--- config.mk ---
export PLATFORM = sky130hd
export DESIGN_NAME = fbl_host
export DESIGN_NICKNAME = d
export VERILOG_FILES = /design/src/include/fbl_pkg.sv /design/src/hw/fbl_cycle.sv /design/src/hw/fbl_host.sv
export SDC_FILE = /design/constraint.sdc
export NUM_CORES = 1
export LEC_CHECK = 0
export BUFFER_PORTS_ARGS = -buffer_cell sky130_fd_sc_hd__buf_2
export CORE_ASPECT_RATIO = 1.1
export CORE_UTILIZATION = 50
export DETAILED_ROUTE_END_ITERATION = 8
export PLACE_DENSITY = 0.72
export SYNTH_ARGS = -nofsm -noshare
export SYNTH_HDL_FRONTEND = slang
export SYNTH_HIERARCHICAL = 1
export SYNTH_SLANG_ARGS = --single-unit
--- constraint.sdc ---
create_clock -name pclk -period 3.85 [get_ports pclk]
set_input_delay 0.1925 -clock pclk [delete_from_list [all_inputs] [get_ports pclk]]
set_output_delay 0.1925 -clock pclk [all_outputs]
set_load 0.03 [all_outputs]
--- src/include/fbl_pkg.sv ---
// Shared constants and types for the flash block-lock host controller
package fbl_pkg;

  // ----------------------------------------
  // Software register map (APB, byte offsets)
  // ----------------------------------------
  localparam logic [7:0] OFF_CTRL = 8'h00;
  localparam logic [7:0] OFF_ADDR = 8'h04;
  localparam logic [7:0] OFF_WDATA = 8'h08;
  localparam logic [7:0] OFF_RDATA = 8'h0c;
  localparam logic [7:0] OFF_STAT = 8'h10;
  localparam logic [7:0] OFF_PINCTL = 8'h14;

  // Field positions
  localparam int CTRL_START_BIT = 8;
  localparam int STAT_BUSY_BIT = 0;
  localparam int STAT_DONE_BIT = 1;
  localparam int STAT_FLASH_LSB = 8;
  localparam int STAT_CMDERR_BIT = 16;
  localparam int PIN_WP_BIT = 0;
  localparam int PIN_RST_BIT = 1;

  // Reset values of the pin controls: protected and out of reset
  localparam logic RST_WP_N = 1'b0;
  localparam logic RST_FLASH_RST_N = 1'b1;

  // ----------------------------------------
  // Flash command codes and status bits
  // ----------------------------------------
  localparam logic [15:0] CMD_LOCK_SETUP = 16'h0060;
  localparam logic [15:0] CMD_LOCK_CONFIRM = 16'h0001;
  localparam logic [15:0] CMD_UNLOCK_CONFIRM = 16'h00d0;
  localparam logic [15:0] CMD_LOCKDOWN_CONFIRM = 16'h002f;
  localparam logic [15:0] CMD_READ_ID = 16'h0090;
  localparam logic [15:0] CMD_READ_ARRAY = 16'h00ff;
  localparam logic [15:0] CMD_READ_STATUS = 16'h0070;
  localparam logic [15:0] CMD_CLEAR_STATUS = 16'h0050;
  localparam logic [15:0] CMD_OTP_SETUP = 16'h00c0;
  localparam logic [15:0] CMD_SUSPEND = 16'h00b0;
  localparam logic [15:0] CMD_RESUME = 16'h00d0;
  localparam logic [15:0] OTP_LOCK_VALUE = 16'hfffd;
  localparam logic [1:0] LOCK_STATE_OFFSET = 2'h2;
  localparam int SR_LOCK_VIOLATION = 1;
  localparam int SR_SUPPLY_LOW = 3;
  localparam int SR_PROGRAM_FAIL = 4;
  localparam int SR_ERASE_FAIL = 5;
  localparam int SR_MACHINE_READY = 7;

  // ----------------------------------------
  // Bus timing at 25 MHz
  // ----------------------------------------
  localparam int CLK_MHZ = 25;
  localparam int T_SETUP_NS = 20;
  localparam int T_WR_PULSE_NS = 60;
  localparam int T_RD_ACCESS_NS = 90;
  localparam int T_HOLD_NS = 20;
  localparam int SETUP_CYC = (T_SETUP_NS * CLK_MHZ + 999) / 1000;
  localparam int WR_CYC = (T_WR_PULSE_NS * CLK_MHZ + 999) / 1000;
  localparam int RD_CYC = (T_RD_ACCESS_NS * CLK_MHZ + 999) / 1000;
  localparam int HOLD_CYC = (T_HOLD_NS * CLK_MHZ + 999) / 1000;
  localparam int SYNC_CYC = 3;

  // ----------------------------------------
  // Operations and sequence steps
  // ----------------------------------------
  typedef enum logic [3:0] {
    OP_READ_ARRAY, OP_READ_STATUS, OP_CLEAR_STATUS, OP_LOCK, OP_UNLOCK,
    OP_LOCKDOWN, OP_LOCK_RAW, OP_READ_LOCK, OP_READ_ID, OP_OTP_PROG,
    OP_OTP_LOCK, OP_SUSPEND, OP_RESUME
  } fbl_op_t;

  typedef enum logic [1:0] {K_END, K_WR, K_RD, K_POLL} fbl_kind_t;

  typedef struct packed {
    fbl_kind_t kind;
    logic plus2;
    logic [15:0] data;
  } fbl_step_t;

endpackage : fbl_pkg

--- src/hw/fbl_cycle.sv ---
// One asynchronous flash bus cycle: write strobe or read with synchronised capture
module fbl_cycle #(
  parameter int ADDR_W = 22
) (
  input wire logic pclk,
  input wire logic presetn,
  input wire logic pclk_en,
  input wire logic start,
  input wire logic is_read,
  input wire logic [ADDR_W-1:0] addr,
  input wire logic [15:0] wdata,
  input wire logic [15:0] dq_i,
  output logic done,
  output logic [15:0] rdata,
  output logic [ADDR_W-1:0] addr_o,
  output logic [15:0] dq_o,
  output logic dq_oe,
  output logic ce_n,
  output logic we_n,
  output logic oe_n
);

  typedef enum logic [1:0] {C_IDLE, C_SETUP, C_PULSE, C_HOLD} fbl_cyc_state_t;

  fbl_cyc_state_t state_reg;
  logic [3:0] cnt_reg;
  logic rd_reg;
  logic [15:0] dq_s1_reg;
  logic [15:0] dq_s2_reg;
  logic [15:0] dq_s3_reg;

  // ----------------------------------------
  // Pin input synchroniser
  // ----------------------------------------
  always_ff @(posedge pclk or negedge presetn)
  begin
    if (!presetn)
    begin
      dq_s1_reg <= 16'h0000;
      dq_s2_reg <= 16'h0000;
      dq_s3_reg <= 16'h0000;
    end
    else if (pclk_en)
    begin
      dq_s1_reg <= dq_i;
      dq_s2_reg <= dq_s1_reg;
      dq_s3_reg <= dq_s2_reg;
    end
  end

  // ----------------------------------------
  // Cycle sequencer
  // ----------------------------------------
  always_ff @(posedge pclk or negedge presetn)
  begin
    if (!presetn)
    begin
      state_reg <= C_IDLE;
      cnt_reg <= 4'h0;
      rd_reg <= 1'b0;
      done <= 1'b0;
      rdata <= 16'h0000;
      addr_o <= '0;
      dq_o <= 16'h0000;
      dq_oe <= 1'b0;
      ce_n <= 1'b1;
      we_n <= 1'b1;
      oe_n <= 1'b1;
    end
    else if (pclk_en)
    begin
      done <= 1'b0;
      unique case (state_reg)
        C_IDLE:
        begin
          if (start)
          begin
            rd_reg <= is_read;
            addr_o <= addr;
            dq_o <= wdata;
            dq_oe <= !is_read;
            ce_n <= 1'b0;
            cnt_reg <= 4'(fbl_pkg::SETUP_CYC - 1);
            state_reg <= C_SETUP;
          end
        end
        C_SETUP:
        begin
          if (cnt_reg != 4'h0)
            cnt_reg <= cnt_reg - 4'h1;
          else
          begin
            we_n <= rd_reg;
            oe_n <= !rd_reg;
            // Read pulse also covers the pin synchroniser latency
            cnt_reg <= rd_reg ? 4'(fbl_pkg::RD_CYC + fbl_pkg::SYNC_CYC - 1)
                              : 4'(fbl_pkg::WR_CYC - 1);
            state_reg <= C_PULSE;
          end
        end
        C_PULSE:
        begin
          if (cnt_reg != 4'h0)
            cnt_reg <= cnt_reg - 4'h1;
          else if (!rd_reg || dq_s2_reg == dq_s3_reg)
          begin
            if (rd_reg)
              rdata <= dq_s3_reg;
            we_n <= 1'b1;
            oe_n <= 1'b1;
            cnt_reg <= 4'(fbl_pkg::HOLD_CYC - 1);
            state_reg <= C_HOLD;
          end
        end
        C_HOLD:
        begin
          if (cnt_reg != 4'h0)
            cnt_reg <= cnt_reg - 4'h1;
          else
          begin
            dq_oe <= 1'b0;
            ce_n <= 1'b1;
            done <= 1'b1;
            state_reg <= C_IDLE;
          end
        end
      endcase
    end
  end

endmodule : fbl_cycle

--- src/hw/fbl_host.sv ---
// Host controller for flash block locking and protection register, APB slave side
//
// Our own choice: register access over APB.
module fbl_host #(
  parameter int ADDR_W = 22
) (
  input wire logic pclk,
  input wire logic presetn,
  input wire logic pclk_en,
  input wire logic psel,
  input wire logic penable,
  input wire logic pwrite,
  input wire logic [7:0] paddr,
  input wire logic [31:0] pwdata,
  output logic [31:0] prdata,
  output logic pready,
  output logic pslverr,
  output logic [ADDR_W-1:0] flash_addr,
  output logic [15:0] flash_dq_o,
  output logic flash_dq_oe,
  input wire logic [15:0] flash_dq_i,
  output logic flash_ce_n,
  output logic flash_we_n,
  output logic flash_oe_n,
  output logic flash_wp_n,
  output logic flash_rst_n
);

  typedef enum logic [1:0] {S_IDLE, S_ISSUE, S_WAIT} fbl_seq_state_t;

  fbl_seq_state_t state_reg;
  fbl_pkg::fbl_op_t op_reg;
  logic [2:0] step_reg;
  logic [ADDR_W-1:0] addr_reg;
  logic [15:0] wdata_reg;
  logic [15:0] rdata_reg;
  logic [7:0] flash_status_reg;
  logic done_reg;
  logic cyc_start;
  logic cyc_read;
  logic [ADDR_W-1:0] cyc_addr;
  logic [15:0] cyc_wdata;
  logic cyc_done;
  logic [15:0] cyc_rdata;
  logic [15:0] last_wdata_reg;
  fbl_pkg::fbl_step_t cur_step;
  logic wr_access;
  logic start_req;

  // ----------------------------------------
  // Sequence table
  // ----------------------------------------
  function automatic fbl_pkg::fbl_step_t mk(fbl_pkg::fbl_kind_t k, logic p2,
                                            logic [15:0] d);
    fbl_pkg::fbl_step_t s;
    s.kind = k;
    s.plus2 = p2;
    s.data = d;
    return s;
  endfunction : mk

  function automatic fbl_pkg::fbl_step_t step_of(fbl_pkg::fbl_op_t op, logic [2:0] i,
                                                 logic [15:0] wd);
    fbl_pkg::fbl_step_t s;
    s = mk(fbl_pkg::K_END, 1'b0, 16'h0000);
    unique case (op)
      fbl_pkg::OP_READ_ARRAY:
        if (i == 3'h0) s = mk(fbl_pkg::K_WR, 1'b0, fbl_pkg::CMD_READ_ARRAY);
      fbl_pkg::OP_READ_STATUS:
        if (i == 3'h0) s = mk(fbl_pkg::K_WR, 1'b0, fbl_pkg::CMD_READ_STATUS);
        else if (i == 3'h1) s = mk(fbl_pkg::K_POLL, 1'b0, 16'h0000);
      fbl_pkg::OP_CLEAR_STATUS:
        if (i == 3'h0) s = mk(fbl_pkg::K_WR, 1'b0, fbl_pkg::CMD_CLEAR_STATUS);
      fbl_pkg::OP_LOCK, fbl_pkg::OP_UNLOCK, fbl_pkg::OP_LOCKDOWN, fbl_pkg::OP_LOCK_RAW:
        if (i == 3'h0) s = mk(fbl_pkg::K_WR, 1'b0, fbl_pkg::CMD_LOCK_SETUP);
        else if (i == 3'h1)
          s = mk(fbl_pkg::K_WR, 1'b0,
                 op == fbl_pkg::OP_LOCK ? fbl_pkg::CMD_LOCK_CONFIRM :
                 op == fbl_pkg::OP_UNLOCK ? fbl_pkg::CMD_UNLOCK_CONFIRM :
                 op == fbl_pkg::OP_LOCKDOWN ? fbl_pkg::CMD_LOCKDOWN_CONFIRM : wd);
      fbl_pkg::OP_READ_LOCK, fbl_pkg::OP_READ_ID:
        if (i == 3'h0) s = mk(fbl_pkg::K_WR, 1'b0, fbl_pkg::CMD_READ_ID);
        else if (i == 3'h1) s = mk(fbl_pkg::K_RD, op == fbl_pkg::OP_READ_LOCK, 16'h0000);
        else if (i == 3'h2) s = mk(fbl_pkg::K_WR, 1'b0, fbl_pkg::CMD_READ_ARRAY);
      fbl_pkg::OP_OTP_PROG, fbl_pkg::OP_OTP_LOCK:
        if (i == 3'h0) s = mk(fbl_pkg::K_WR, 1'b0, fbl_pkg::CMD_OTP_SETUP);
        else if (i == 3'h1)
          s = mk(fbl_pkg::K_WR, 1'b0,
                 op == fbl_pkg::OP_OTP_LOCK ? fbl_pkg::OTP_LOCK_VALUE : wd);
        else if (i == 3'h2) s = mk(fbl_pkg::K_POLL, 1'b0, 16'h0000);
      fbl_pkg::OP_SUSPEND:
        if (i == 3'h0) s = mk(fbl_pkg::K_WR, 1'b0, fbl_pkg::CMD_SUSPEND);
        else if (i == 3'h1) s = mk(fbl_pkg::K_WR, 1'b0, fbl_pkg::CMD_READ_STATUS);
        else if (i == 3'h2) s = mk(fbl_pkg::K_POLL, 1'b0, 16'h0000);
      fbl_pkg::OP_RESUME:
        if (i == 3'h0) s = mk(fbl_pkg::K_WR, 1'b0, fbl_pkg::CMD_RESUME);
      default:
        s = mk(fbl_pkg::K_END, 1'b0, 16'h0000);
    endcase
    return s;
  endfunction : step_of

  assign cur_step = step_of(op_reg, step_reg, wdata_reg);
  assign cyc_read = cur_step.kind != fbl_pkg::K_WR;
  assign cyc_wdata = cur_step.data;
  // Lock state sits two words above the block base
  assign cyc_addr = cur_step.plus2 ? addr_reg + ADDR_W'(fbl_pkg::LOCK_STATE_OFFSET)
                                   : addr_reg;
  assign cyc_start = state_reg == S_ISSUE && cur_step.kind != fbl_pkg::K_END;

  // ----------------------------------------
  // APB slave: one wait state, write lands on the pready edge
  // ----------------------------------------
  assign wr_access = psel && penable && pready && pwrite;
  assign start_req = wr_access && paddr == fbl_pkg::OFF_CTRL &&
                     pwdata[fbl_pkg::CTRL_START_BIT];

  always_ff @(posedge pclk or negedge presetn)
  begin
    if (!presetn)
    begin
      pready <= 1'b0;
      pslverr <= 1'b0;
      prdata <= 32'h0000_0000;
    end
    else if (pclk_en)
    begin
      pready <= psel && penable && !pready;
      if (psel && penable && !pready)
      begin
        pslverr <= paddr > fbl_pkg::OFF_PINCTL || paddr[1:0] != 2'h0;
        prdata <= 32'h0000_0000;
        if (!pwrite)
        begin
          unique case (paddr)
            fbl_pkg::OFF_CTRL: prdata <= {28'h0000000, op_reg};
            fbl_pkg::OFF_ADDR: prdata <= 32'(addr_reg);
            fbl_pkg::OFF_WDATA: prdata <= {16'h0000, wdata_reg};
            fbl_pkg::OFF_RDATA: prdata <= {16'h0000, rdata_reg};
            fbl_pkg::OFF_STAT:
              prdata <= {15'h0000,
                         &{flash_status_reg[fbl_pkg::SR_PROGRAM_FAIL],
                           flash_status_reg[fbl_pkg::SR_ERASE_FAIL],
                           flash_status_reg[fbl_pkg::SR_MACHINE_READY]},
                         flash_status_reg, 6'h00, done_reg, state_reg != S_IDLE};
            fbl_pkg::OFF_PINCTL: prdata <= {30'h00000000, !flash_rst_n, flash_wp_n};
            default: prdata <= 32'h0000_0000;
          endcase
        end
      end
    end
  end

  always_ff @(posedge pclk or negedge presetn)
  begin
    if (!presetn)
    begin
      addr_reg <= '0;
      wdata_reg <= 16'h0000;
      flash_wp_n <= fbl_pkg::RST_WP_N;
      flash_rst_n <= fbl_pkg::RST_FLASH_RST_N;
    end
    else if (pclk_en && wr_access)
    begin
      unique case (paddr)
        fbl_pkg::OFF_ADDR: addr_reg <= pwdata[ADDR_W-1:0];
        fbl_pkg::OFF_WDATA: wdata_reg <= pwdata[15:0];
        fbl_pkg::OFF_PINCTL:
        begin
          flash_wp_n <= pwdata[fbl_pkg::PIN_WP_BIT];
          flash_rst_n <= !pwdata[fbl_pkg::PIN_RST_BIT];
        end
        default: ;
      endcase
    end
  end

  // ----------------------------------------
  // Command sequencer
  // ----------------------------------------
  always_ff @(posedge pclk or negedge presetn)
  begin
    if (!presetn)
    begin
      state_reg <= S_IDLE;
      op_reg <= fbl_pkg::OP_READ_ARRAY;
      step_reg <= 3'h0;
      done_reg <= 1'b0;
      rdata_reg <= 16'h0000;
      flash_status_reg <= 8'h00;
      last_wdata_reg <= 16'h0000;
    end
    else if (pclk_en)
    begin
      unique case (state_reg)
        S_IDLE:
        begin
          // Starts while busy are dropped; software checks the busy bit
          if (start_req)
          begin
            op_reg <= fbl_pkg::fbl_op_t'(pwdata[3:0]);
            step_reg <= 3'h0;
            done_reg <= 1'b0;
            state_reg <= S_ISSUE;
          end
        end
        S_ISSUE:
        begin
          if (cur_step.kind == fbl_pkg::K_END)
          begin
            done_reg <= 1'b1;
            state_reg <= S_IDLE;
          end
          else
          begin
            if (!cyc_read)
              last_wdata_reg <= cyc_wdata;
            state_reg <= S_WAIT;
          end
        end
        S_WAIT:
        begin
          if (cyc_done)
          begin
            state_reg <= S_ISSUE;
            if (cur_step.kind == fbl_pkg::K_RD)
              rdata_reg <= cyc_rdata;
            if (cur_step.kind == fbl_pkg::K_POLL)
              flash_status_reg <= cyc_rdata[7:0];
            // Error flags mean nothing until the machine reports ready
            if (cur_step.kind != fbl_pkg::K_POLL || cyc_rdata[fbl_pkg::SR_MACHINE_READY])
              step_reg <= step_reg + 3'h1;
          end
        end
        default: state_reg <= S_IDLE;
      endcase
    end
  end

  fbl_cycle #(.ADDR_W(ADDR_W)) u_cycle (
    .pclk(pclk),
    .presetn(presetn),
    .pclk_en(pclk_en),
    .start(cyc_start),
    .is_read(cyc_read),
    .addr(cyc_addr),
    .wdata(cyc_wdata),
    .dq_i(flash_dq_i),
    .done(cyc_done),
    .rdata(cyc_rdata),
    .addr_o(flash_addr),
    .dq_o(flash_dq_o),
    .dq_oe(flash_dq_oe),
    .ce_n(flash_ce_n),
    .we_n(flash_we_n),
    .oe_n(flash_oe_n)
  );
endmodule : fbl_host

==> out/qor.yml, run 1 <==
run_status:
  status: "completed"
yosys:
  synth_ff_type: "dfrtp_1"
  syn_inst: 871
  synth_area_leaders: "dfrtp_1 50%, mux2_2 16%, mux2_4 4.0%"
  synth-seq-cells: 212
  yosysSeqAreaShare_pct: 50.74
  syn_avg_cell_area_sq_um: 12.02
  synth_top_area_share_pct: 49.73
  synth_edf_count: 0
  yosysWarningCount: 6
  synth_area_leader_cell: "dfrtp_1"
  ys_types: 76
  netlist_area_sq_um: 10470
  async_reset_ff_share_pct: 100.0
placement:
  place.gp.congestion: 0.8684
  post-place-ws_ns: 0.4747
  hpwl_mm: 16.34
  port_buffers: 119
layout:
  drive_gt1_share_pct: 36.62
  diodes: 0
  n_fill_cell: 1633
  regArea_sq_um: 5310
  multi_input_area_sq_um: 4825
  nets: 1095
  areaGrowthSynthToFinish_pct: 18.66
clock_tree:
  cts_sinks: 212
  cts_setup_buffers: 0
  clockBufferDepth: 3
  cts_buffers: 22
  cts_root_buf: "clkbuf_16"
  cts_tree: "yes"
  cts_resized: 0
  clk_pin_slew_ns: 0.06
  cts_hold_buf: 39
  cts_max_level: 1
  worstSkewPairLatency_ns: 0.52
sta:
  skew_ns: 0.01057
  period_minus_slack_ns: 3.438
  tightestPinTransition_ns: 0.8943
  slew_headroom_pct: 40.38
  fmax_mhz: 290.8
  hold-worst-slack_ns: 0.1219
  post-route-period-util_pct: 89.31
  hold_viol: 0
  finalSetupViolations: 0
  fin_ws_ns: 0.4117
  rsz0062_at_grt: "false"
  slew_violations: 0
  tns_ns: 0
route:
  drt_iter0_drc: 499
  drc: 0
  via_count: 7297
  vias_per_cell: 5.652
  wl_mm: 23.32
  avgRoutedWirePerCell_um: 18.06
  firstDrtPassIters: 4
  ant_nets: 0
hold_path:
  min_path_cells: 5
  hp-class: "in -> reg"
power_and_ir_drop:
  power_density_nw_per_um2: 403.5
  max-vdd-ir-drop_uv: 374.5
  p_leak_nw: 6.044
floorplanning:
  ioPinCount: 140
  row_count: 55
  die_h_um: 153.7
  die_area_sq_um: 21520
  core_area_sq_um: 20580
  start_util_pct: 50.87
  die_w_um: 139.9
grt:
  grt_pass1_wl_mm: 38.52
  grt_max_degree: 87
  overflow: 0
  first_global_vias: 7169
  grt_use_total_pct: 22.46
  antenna_found_initial: 0
flow_run:
  cap_violations: 0
setup_path:
  worstPathRequired_ns: 4.25
  path_cells: "inv_1, ha_1, or4b_4, nor3_2, or3_4, nor2_4, nand2_1, and2_1, o21a_1, o21ai_0, a31oi_1, mux2_2"
  max_stage_delay_ns: 0.54
  cp_top_family: "simple AND/OR/NAND/NOR gates"
  timing.critical_path.buf_inv: 1
  critPathMaxFanout: 15
  r2r_cells: 12
  worstSetupEndpointType: "flip-flop"
  cp-start-kind: "flip-flop"
  criticalPathCategory: "reg -> reg"
  path_depth: 12
  arrival_ns: 3.84
  r2r_setup_slack_ns: 0.41
  cp_slowest_cell: "or4b_4"
==> synthesized netlist by cell type, types with 6 or more instances <==
master / count
mux2i_1: 7
o22ai_1: 7
buf_4: 11
nand2_1: 59
nor3_1: 14
a21oi_1: 29
and3_1: 7
xnor2_1: 14
nor3b_1: 6
a221oi_1: 9
buf_2: 10
dfrtp_1: 208
o21ai_0: 43
a21o_1: 8
nand3_1: 10
nor2_1: 31
nand4_1: 6
mux2_4: 28
a22oi_1: 8
clkbuf_1: 28
mux2_2: 146
xor2_1: 24
a22o_1: 13
ha_1: 11
inv_1: 19
nand2b_1: 11
nor2b_1: 6
==> path summary, 6_finish.rpt <==
check | startpoint | to
worst max-delay path | step_reg[0] | u_cycle/state_reg[1]
worst min-delay path | paddr[5] | done_reg
worst max register to register | step_reg[0] | u_cycle/state_reg[1]
worst min register to register | prdata[18] | prdata[18]
max in group asynchronous | presetn | addr_reg[9]
min in group asynchronous | presetn | u_cycle/dq_o[7]
==> final cells by class <==
cell class / count / share of cell area, %
timing repair buffer: 175 / 9.339
tap: 256 / 2.579
clock buffer: 31 / 5.350
inverter: 19 / 0.5742
clock inverter: 6 / 0.5541
sequential: 212 / 42.76
multi-input combinational: 592 / 38.85
==> metrics by stage <==
stage / cells / util (%) / power, mW / cell area [sq um]
6_report: 1291 / 60.36 / 5.012 / 12420
5_1_grt: 1291 / 60.36 / 5.206 / 12420
4_1_cts: 1291 / 60.36 / 5.058 / 12420
3_5_place_dp: 1215 / 54.90 / 2.894 / 11300
3_3_place_gp: 1215 / 54.90 / 2.881 / 11300
2_1_floorplan: 880 / - / 2.737 / 10500
==> power by group <==
| group | internal, mW | switching [mW] | total [mW] | leakage (nW) |
|---|---|---|---|---|
| clock | 1.26 | 0.865 | 2.13 | 0.363 |
| sequential | 2.32 | 0.0818 | 2.40 | 2.81 |
| combinational | 0.217 | 0.262 | 0.478 | 2.87 |
| total | 3.80 | 1.21 | 5.01 | 6.04 |
==> layer usage <==
metal / track usage, % / wire, um
met4: 6.960 / 473
met5: 0 / 0
met3: 4.080 / 1226
met1: 29.28 / 10320
met2: 38.05 / 11300
==> worst min-delay path: cells and delay by family <==
family          cells  cell delay [ns]
compound gates      2             0.14
simple gates        2             0.18
buf+inv             1             0.08
==> logic make-up after synthesis <==
| group | share of synthesized area (%) |
|---|---|
| AO/OA/AOI/OAI | 10.17 |
| XOR/XNOR | 3.180 |
| adder cells (fa/ha/maj) | 1.315 |
| buffers and inverters | 3.539 |
| flip-flops | 50.74 |
| multiplexers | 20.61 |
| other | 0.03583 |
| AND/OR/NAND/NOR | 10.41 |
==> cells in the final DEF, fill, tap and decap left out, types with 8 or more instances in the layout <==
| master | netlist | final |
|---|---|---|
| a21o_1 | 8 | 8 |
| dfrtp_1 | 208 | 208 |
| inv_1 | 19 | 19 |
| ha_1 | 11 | 11 |
| mux2_4 | 28 | 28 |
| a21oi_1 | 29 | 29 |
| a22o_1 | 13 | 13 |
| xnor2_1 | 14 | 14 |
| nand2_1 | 59 | 59 |
| nor3_1 | 14 | 14 |
| nand3_1 | 10 | 9 |
| a22oi_1 | 8 | 8 |
| buf_2 | 10 | 118 |
| clkbuf_16 | 0 | 22 |
| a221oi_1 | 9 | 9 |
| conb_1 | 1 | 10 |
| clkbuf_8 | 0 | 9 |
| mux2_2 | 146 | 146 |
| xor2_1 | 24 | 24 |
| nand2b_1 | 11 | 11 |
| nor2_1 | 31 | 31 |
| buf_4 | 11 | 14 |
| dlygate4sd3_1 | 0 | 39 |
| o21ai_0 | 43 | 43 |
(Power assumes the default switching activity.)
==> run 2, diff against run 1 <==
==> constraint.sdc (replaced) <==
create_clock -name pclk -period 3.4 [get_ports pclk]
set_input_delay 0.17 -clock pclk [delete_from_list [all_inputs] [get_ports pclk]]
set_output_delay 0.17 -clock pclk [all_outputs]
set_load 0.03 [all_outputs]
==> out/qor.yml, run 2 (synthesis gave the netlist of run 1 again) <==
clock_tree:
  cts_buffers: 22
  clk_pin_slew_ns: 0.06
  cts_max_level: 1
  cts_tree: "yes"
  cts_sinks: 212
  worstSkewPairLatency_ns: 0.50
  clockBufferDepth: 3
  cts_root_buf: "clkbuf_16"
  cts_resized: 0
grt:
  grt_use_total_pct: 22.61
  first_global_vias: 7347
  grt_max_degree: 97
  antenna_found_initial: 0
  grt_pass1_wl_mm: 39.13
  overflow: 0
flow_run:
  cap_violations: 0
layout:
  fin_area_sq_um: 12510
  diodes: 0
  layout_commonest_cell: "dfrtp_1"
  mostFrequentLayoutCells: "208 x dfrtp_1, 146 x mux2_2, 118 x buf_2"
  n_fill_cell: 1650
  areaGrowthSynthToFinish_pct: 19.55
  drive_gt1_share_pct: 37.12
  nets: 1105
  final_cells: 1304
run_status:
  status: "completed"
hold_path:
  hp-class: "in -> reg"
  min_path_cells: 3
floorplanning:
  row_count: 55
  die_w_um: 139.9
  ioPinCount: 140
  die_h_um: 153.7
  die_area_sq_um: 21520
  core_area_sq_um: 20580
  start_util_pct: 50.87
route:
  ant_nets: 0
  vias_per_cell: 5.599
  drt_iter0_drc: 458
  avgRoutedWirePerCell_um: 18.03
  firstDrtPassIters: 5
  wl_mm: 23.51
  drc: 0
  via_count: 7301
placement:
  place.gp.congestion: 0.8683
  placed_area_sq_um: 11370
  port_buffers: 119
  hpwl_mm: 16.29
  dp_cells: 1225
setup_path:
  r2r_cells: 12
  criticalPathCategory: "reg -> reg"
  arrival_ns: 3.58
  worstSetupEndpointType: "flip-flop"
  critPathMaxFanout: 9
  worstPathRequired_ns: 3.79
  cp-start-kind: "flip-flop"
power_and_ir_drop:
  max-vdd-ir-drop_uv: 371.7
  power_mw: 5.736
  p_leak_nw: 6.097
  power_density_nw_per_um2: 458.5
sta:
  hold_viol: 0
  post-route-period-util_pct: 93.91
  slew_violations: 0
  period_minus_slack_ns: 3.193
  finalSetupViolations: 0
  rsz0062_at_grt: "false"
  fmax_mhz: 313.2
  tightestPinTransition_ns: 0.8581
  skew_ns: 0.009649
  tns_ns: 0
  slew_headroom_pct: 42.79
-- run 2: critical path, cell delays in order (launching register included) --
cell	delay [ns]
dfrtp_1	0.41
inv_1	0.11
ha_1	0.34
or4b_4	0.53
nor3_2	0.19
or3_4	0.19
nor2_4	0.05
nand2_1	0.13
and2_1	0.16
o21a_1	0.23
nand2b_1	0.10
o21ai_0	0.27
mux2_2	0.37
-- run 2: final timing paths --
check / start / to / slack (ns)
max: step_reg[1] / u_cycle/cnt_reg[0] / 0.21
min: pclk_en / done_reg / 0.07
max reg2reg: step_reg[1] / u_cycle/cnt_reg[0] / 0.21
min reg2reg: prdata[20] / prdata[20] / 0.48
max in group asynchronous: presetn / u_cycle/dq_s2_reg[0] / 2.17
min in group asynchronous: presetn / u_cycle/dq_o[7] / 0.31
-- run 2: repair_timing --
action | in CTS | in global routing
hold buffers | 39 | 0
setup buffers | 0 | 0
hold endpoints to repair | 149 | 0
-- run 2: metrics by stage --
step,util [%],hold WS (ns),worst slack (ns)
2_1_floorplan,-,-0.1256,0.3089
3_3_place_gp,55.26,0.3043,0.3302
3_5_place_dp,55.26,0.3132,0.2585
4_1_cts,60.81,0.06067,0.2431
5_1_grt,60.81,0.08017,0.02087
6_report,60.81,0.06525,0.2071
-- run 2: routing by layer --
layer	GRT usage [%]	part of all wire, %
met5	0	0
met3	3.083	4.0
met2	38.31	48
met4	4.919	1.9
met1	30.93	46
-- run 2: final cells by class --
| cell class | instances | area [sq um] | area share, % |
|---|---|---|---|
| clock buffers | 34 | 686.9 | 5.490 |
| clock inverters | 6 | 63.81 | 0.5100 |
| inverters | 19 | 71.32 | 0.5700 |
| multi-input cells | 592 | 4825 | 38.56 |
| flip-flops and latches | 212 | 5310 | 42.44 |
| well taps | 256 | 320.3 | 2.560 |
| repair buffers | 185 | 1235 | 9.870 |
-- run 2: report_power, final --
part	total [mW]	switching (mW)	internal (mW)	leakage (nW)
Combinational	0.548	0.296	0.251	2.92
Sequential	2.72	0.0929	2.63	2.81
Clock	2.47	0.997	1.47	0.365
==> run 3, diff against run 2 <==
--- a/config.mk
+++ b/config.mk
@@ -6,11 +6,14 @@
 export NUM_CORES = 1
 export LEC_CHECK = 0
 export BUFFER_PORTS_ARGS = -buffer_cell sky130_fd_sc_hd__buf_2
+export CELL_PAD_IN_SITES_DETAIL_PLACEMENT = 0
+export CELL_PAD_IN_SITES_GLOBAL_PLACEMENT = 1
 export CORE_ASPECT_RATIO = 1.1
-export CORE_UTILIZATION = 50
+export CORE_UTILIZATION = 42
 export DETAILED_ROUTE_END_ITERATION = 8
-export PLACE_DENSITY = 0.72
+export PLACE_DENSITY = 0.77
 export SYNTH_ARGS = -nofsm -noshare
 export SYNTH_HDL_FRONTEND = slang
 export SYNTH_HIERARCHICAL = 1
 export SYNTH_SLANG_ARGS = --single-unit
+export TNS_END_PERCENT = 100
==> constraint.sdc (replaced) <==
create_clock -name pclk -period 2.75 [get_ports pclk]
set_input_delay 0.1375 -clock pclk [delete_from_list [all_inputs] [get_ports pclk]]
set_output_delay 0.1375 -clock pclk [all_outputs]
set_load 0.03 [all_outputs]
==> out/qor.yml, run 3 (synthesis gave the netlist of run 1 again) <==
grt:
  use_met3_pct: 2.769
  gr-usage-met1_pct: 26.36
  grt_use_total_pct: 20.11
  grt_max_degree: 79
  overflow: 0
  use_met2_pct: 34.66
  antenna_found_initial: 0
  grt_pass1_wl_mm: 41.02
  grt_busiest_layer: "met2"
  first_global_vias: 7495
route:
  firstDrtPassIters: 7
  via_count: 7534
  wl_mm: 25.69
  drt_iter0_drc: 311
  avgRoutedWirePerCell_um: 18.33
  ant_nets: 0
  vias_per_cell: 5.374
  drc: 14
sta:
  tightestPinTransition_ns: 0.6635
  skew_ns: 0.01743
  rsz0062_at_grt: "true"
  period_minus_slack_ns: 2.718
  finalSetupViolations: 0
  hold_viol: 0
  slew_headroom_pct: 55.76
  post-route-period-util_pct: 98.83
  slew_violations: 0
  fmax_mhz: 368.0
hold_path:
  hp-class: "in -> reg"
power_and_ir_drop:
  power_density_nw_per_um2: 542.6
  p_leak_nw: 6.396
  max-vdd-ir-drop_uv: 429.0
  power_mw: 7.136
setup_path:
  critPathMaxFanout: 8
  criticalPathCategory: "reg -> reg"
  arrival_ns: 3.11
  cp-start-kind: "flip-flop"
  worstSetupEndpointType: "flip-flop"
  worstPathRequired_ns: 3.14
layout:
  drive_gt1_share_pct: 41.12
  mostFrequentLayoutCells: "208 x dfrtp_1, 143 x mux2_2, 118 x buf_2"
  nets: 1150
  diodes: 0
  n_fill_cell: 2157
  fin_area_sq_um: 13150
  layout_commonest_cell: "dfrtp_1"
  areaGrowthSynthToFinish_pct: 25.67
floorplanning:
  core_area_sq_um: 24470
  die_h_um: 167.6
  start_util_pct: 42.77
  die_area_sq_um: 25560
  row_count: 60
  ioPinCount: 140
  die_w_um: 152.5
clock_tree:
  clk_pin_slew_ns: 0.06
  cts_sinks: 212
  cts_max_level: 1
  clockBufferDepth: 3
  cts_buffers: 23
  cts_root_buf: "clkbuf_16"
  cts_tree: "yes"
  worstSkewPairLatency_ns: 0.51
placement:
  port_buffers: 119
  place.gp.congestion: 0.8417
  placed_area_sq_um: 11730
  hpwl_mm: 18.13
flow_run:
  cap_violations: 0
run_status:
  status: "finished with violations"
  violations: "design-rule violations"
[run 3: changes by cell type in the layout (fill, tap and decap cells not counted), moves of 3 or more]
| cell | previous run | this run |
|---|---|---|
| clkbuf_8 | 8 | 5 |
| ha_1 | 11 | 8 |
| clkbuf_1 | 4 | 8 |
| buf_12 | 3 | 7 |
| ha_4 | 0 | 3 |
| mux2_2 | 146 | 143 |
| mux2_4 | 28 | 31 |
| o21ai_0 | 43 | 38 |
| o21ai_1 | 0 | 3 |
| buf_4 | 24 | 61 |
[run 3: cell type report]
cell class                 count  area (sq um)  share of cell area, %
tap                          310         387.9                  2.949
clock buffer                  35         660.6                  5.023
inverter                      19         71.32                 0.5422
timing repair buffer         229          1644                  12.50
sequential                   212          5310                  40.37
clock inverter                 5         81.33                 0.6183
multi-input combinational    592          4997                  37.99
[run 3: worst paths after layout]
path,startpoint,endpoint,slack (ns),cells past startpoint
setup / recovery,step_reg[1],u_cycle/dq_o[4],0.03,12
hold / removal,pclk_en,done_reg,0.04,3
setup reg to reg,step_reg[1],u_cycle/dq_o[4],0.03,12
hold reg to reg,prdata[21],prdata[21],0.47,2
max in group asynchronous,presetn,rdata_reg[11],1.62,3
min in group asynchronous,presetn,u_cycle/dq_s3_reg[12],0.22,2
[run 3: routing by layer]
| metal | vias up | part of all wire (%) |
|---|---|---|
| met1 | 3763 | 44 |
| met2 | 171 | 49 |
| met5 | - | 0 |
| met4 | 0 | 2.6 |
| li1 | 3560 | - |
| met3 | 40 | 4.3 |
[run 3: what timing repair did]
action	4_1_cts	5_1_grt
endpoints found under the hold margin	134	0
endpoints found under the setup margin	43	53
pin swaps	4	10
gates cloned	2	1
hold buffers	39	0
gates resized for setup	20	20
buffers inserted	6	5
[run 3: report_power, final]
group          internal, mW  leakage, nW  switching, mW
clock network          1.84        0.358           1.22
logic                 0.333         3.22          0.387
registers              3.25         2.81          0.111
[run 3: per-stage QoR]
stage | util [%] | hold WS [ns] | setup slack [ns] | std cells | setup TNS, ns
global route | 53.74 | 0.07578 | -0.07094 | 1402 | -1.903
detailed placement | 47.92 | 0.2153 | -0.1683 | 1313 | -1.034
floorplan | - | -0.1581 | 0.006965 | 880 | 0
finish | 53.74 | 0.03976 | 0.03229 | 1402 | 0
CTS | 53.36 | 0.02621 | -0.02604 | 1399 | -0.02604
global placement | 47.92 | 0.2095 | -0.1016 | 1313 | -0.1609
[run 3: worst max-delay path, stage by stage (launching register included)]
cell and delay [ns]:
dfrtp_1 0.39, inv_2 0.09, ha_4 0.18, or4b_4 0.49, nor3_4 0.19, or3_4 0.17
nor2_4 0.04, nand2_2 0.09, and2_4 0.15, buf_6 0.11, nand3_4 0.19, buf_12 0.23
mux2_4 0.29
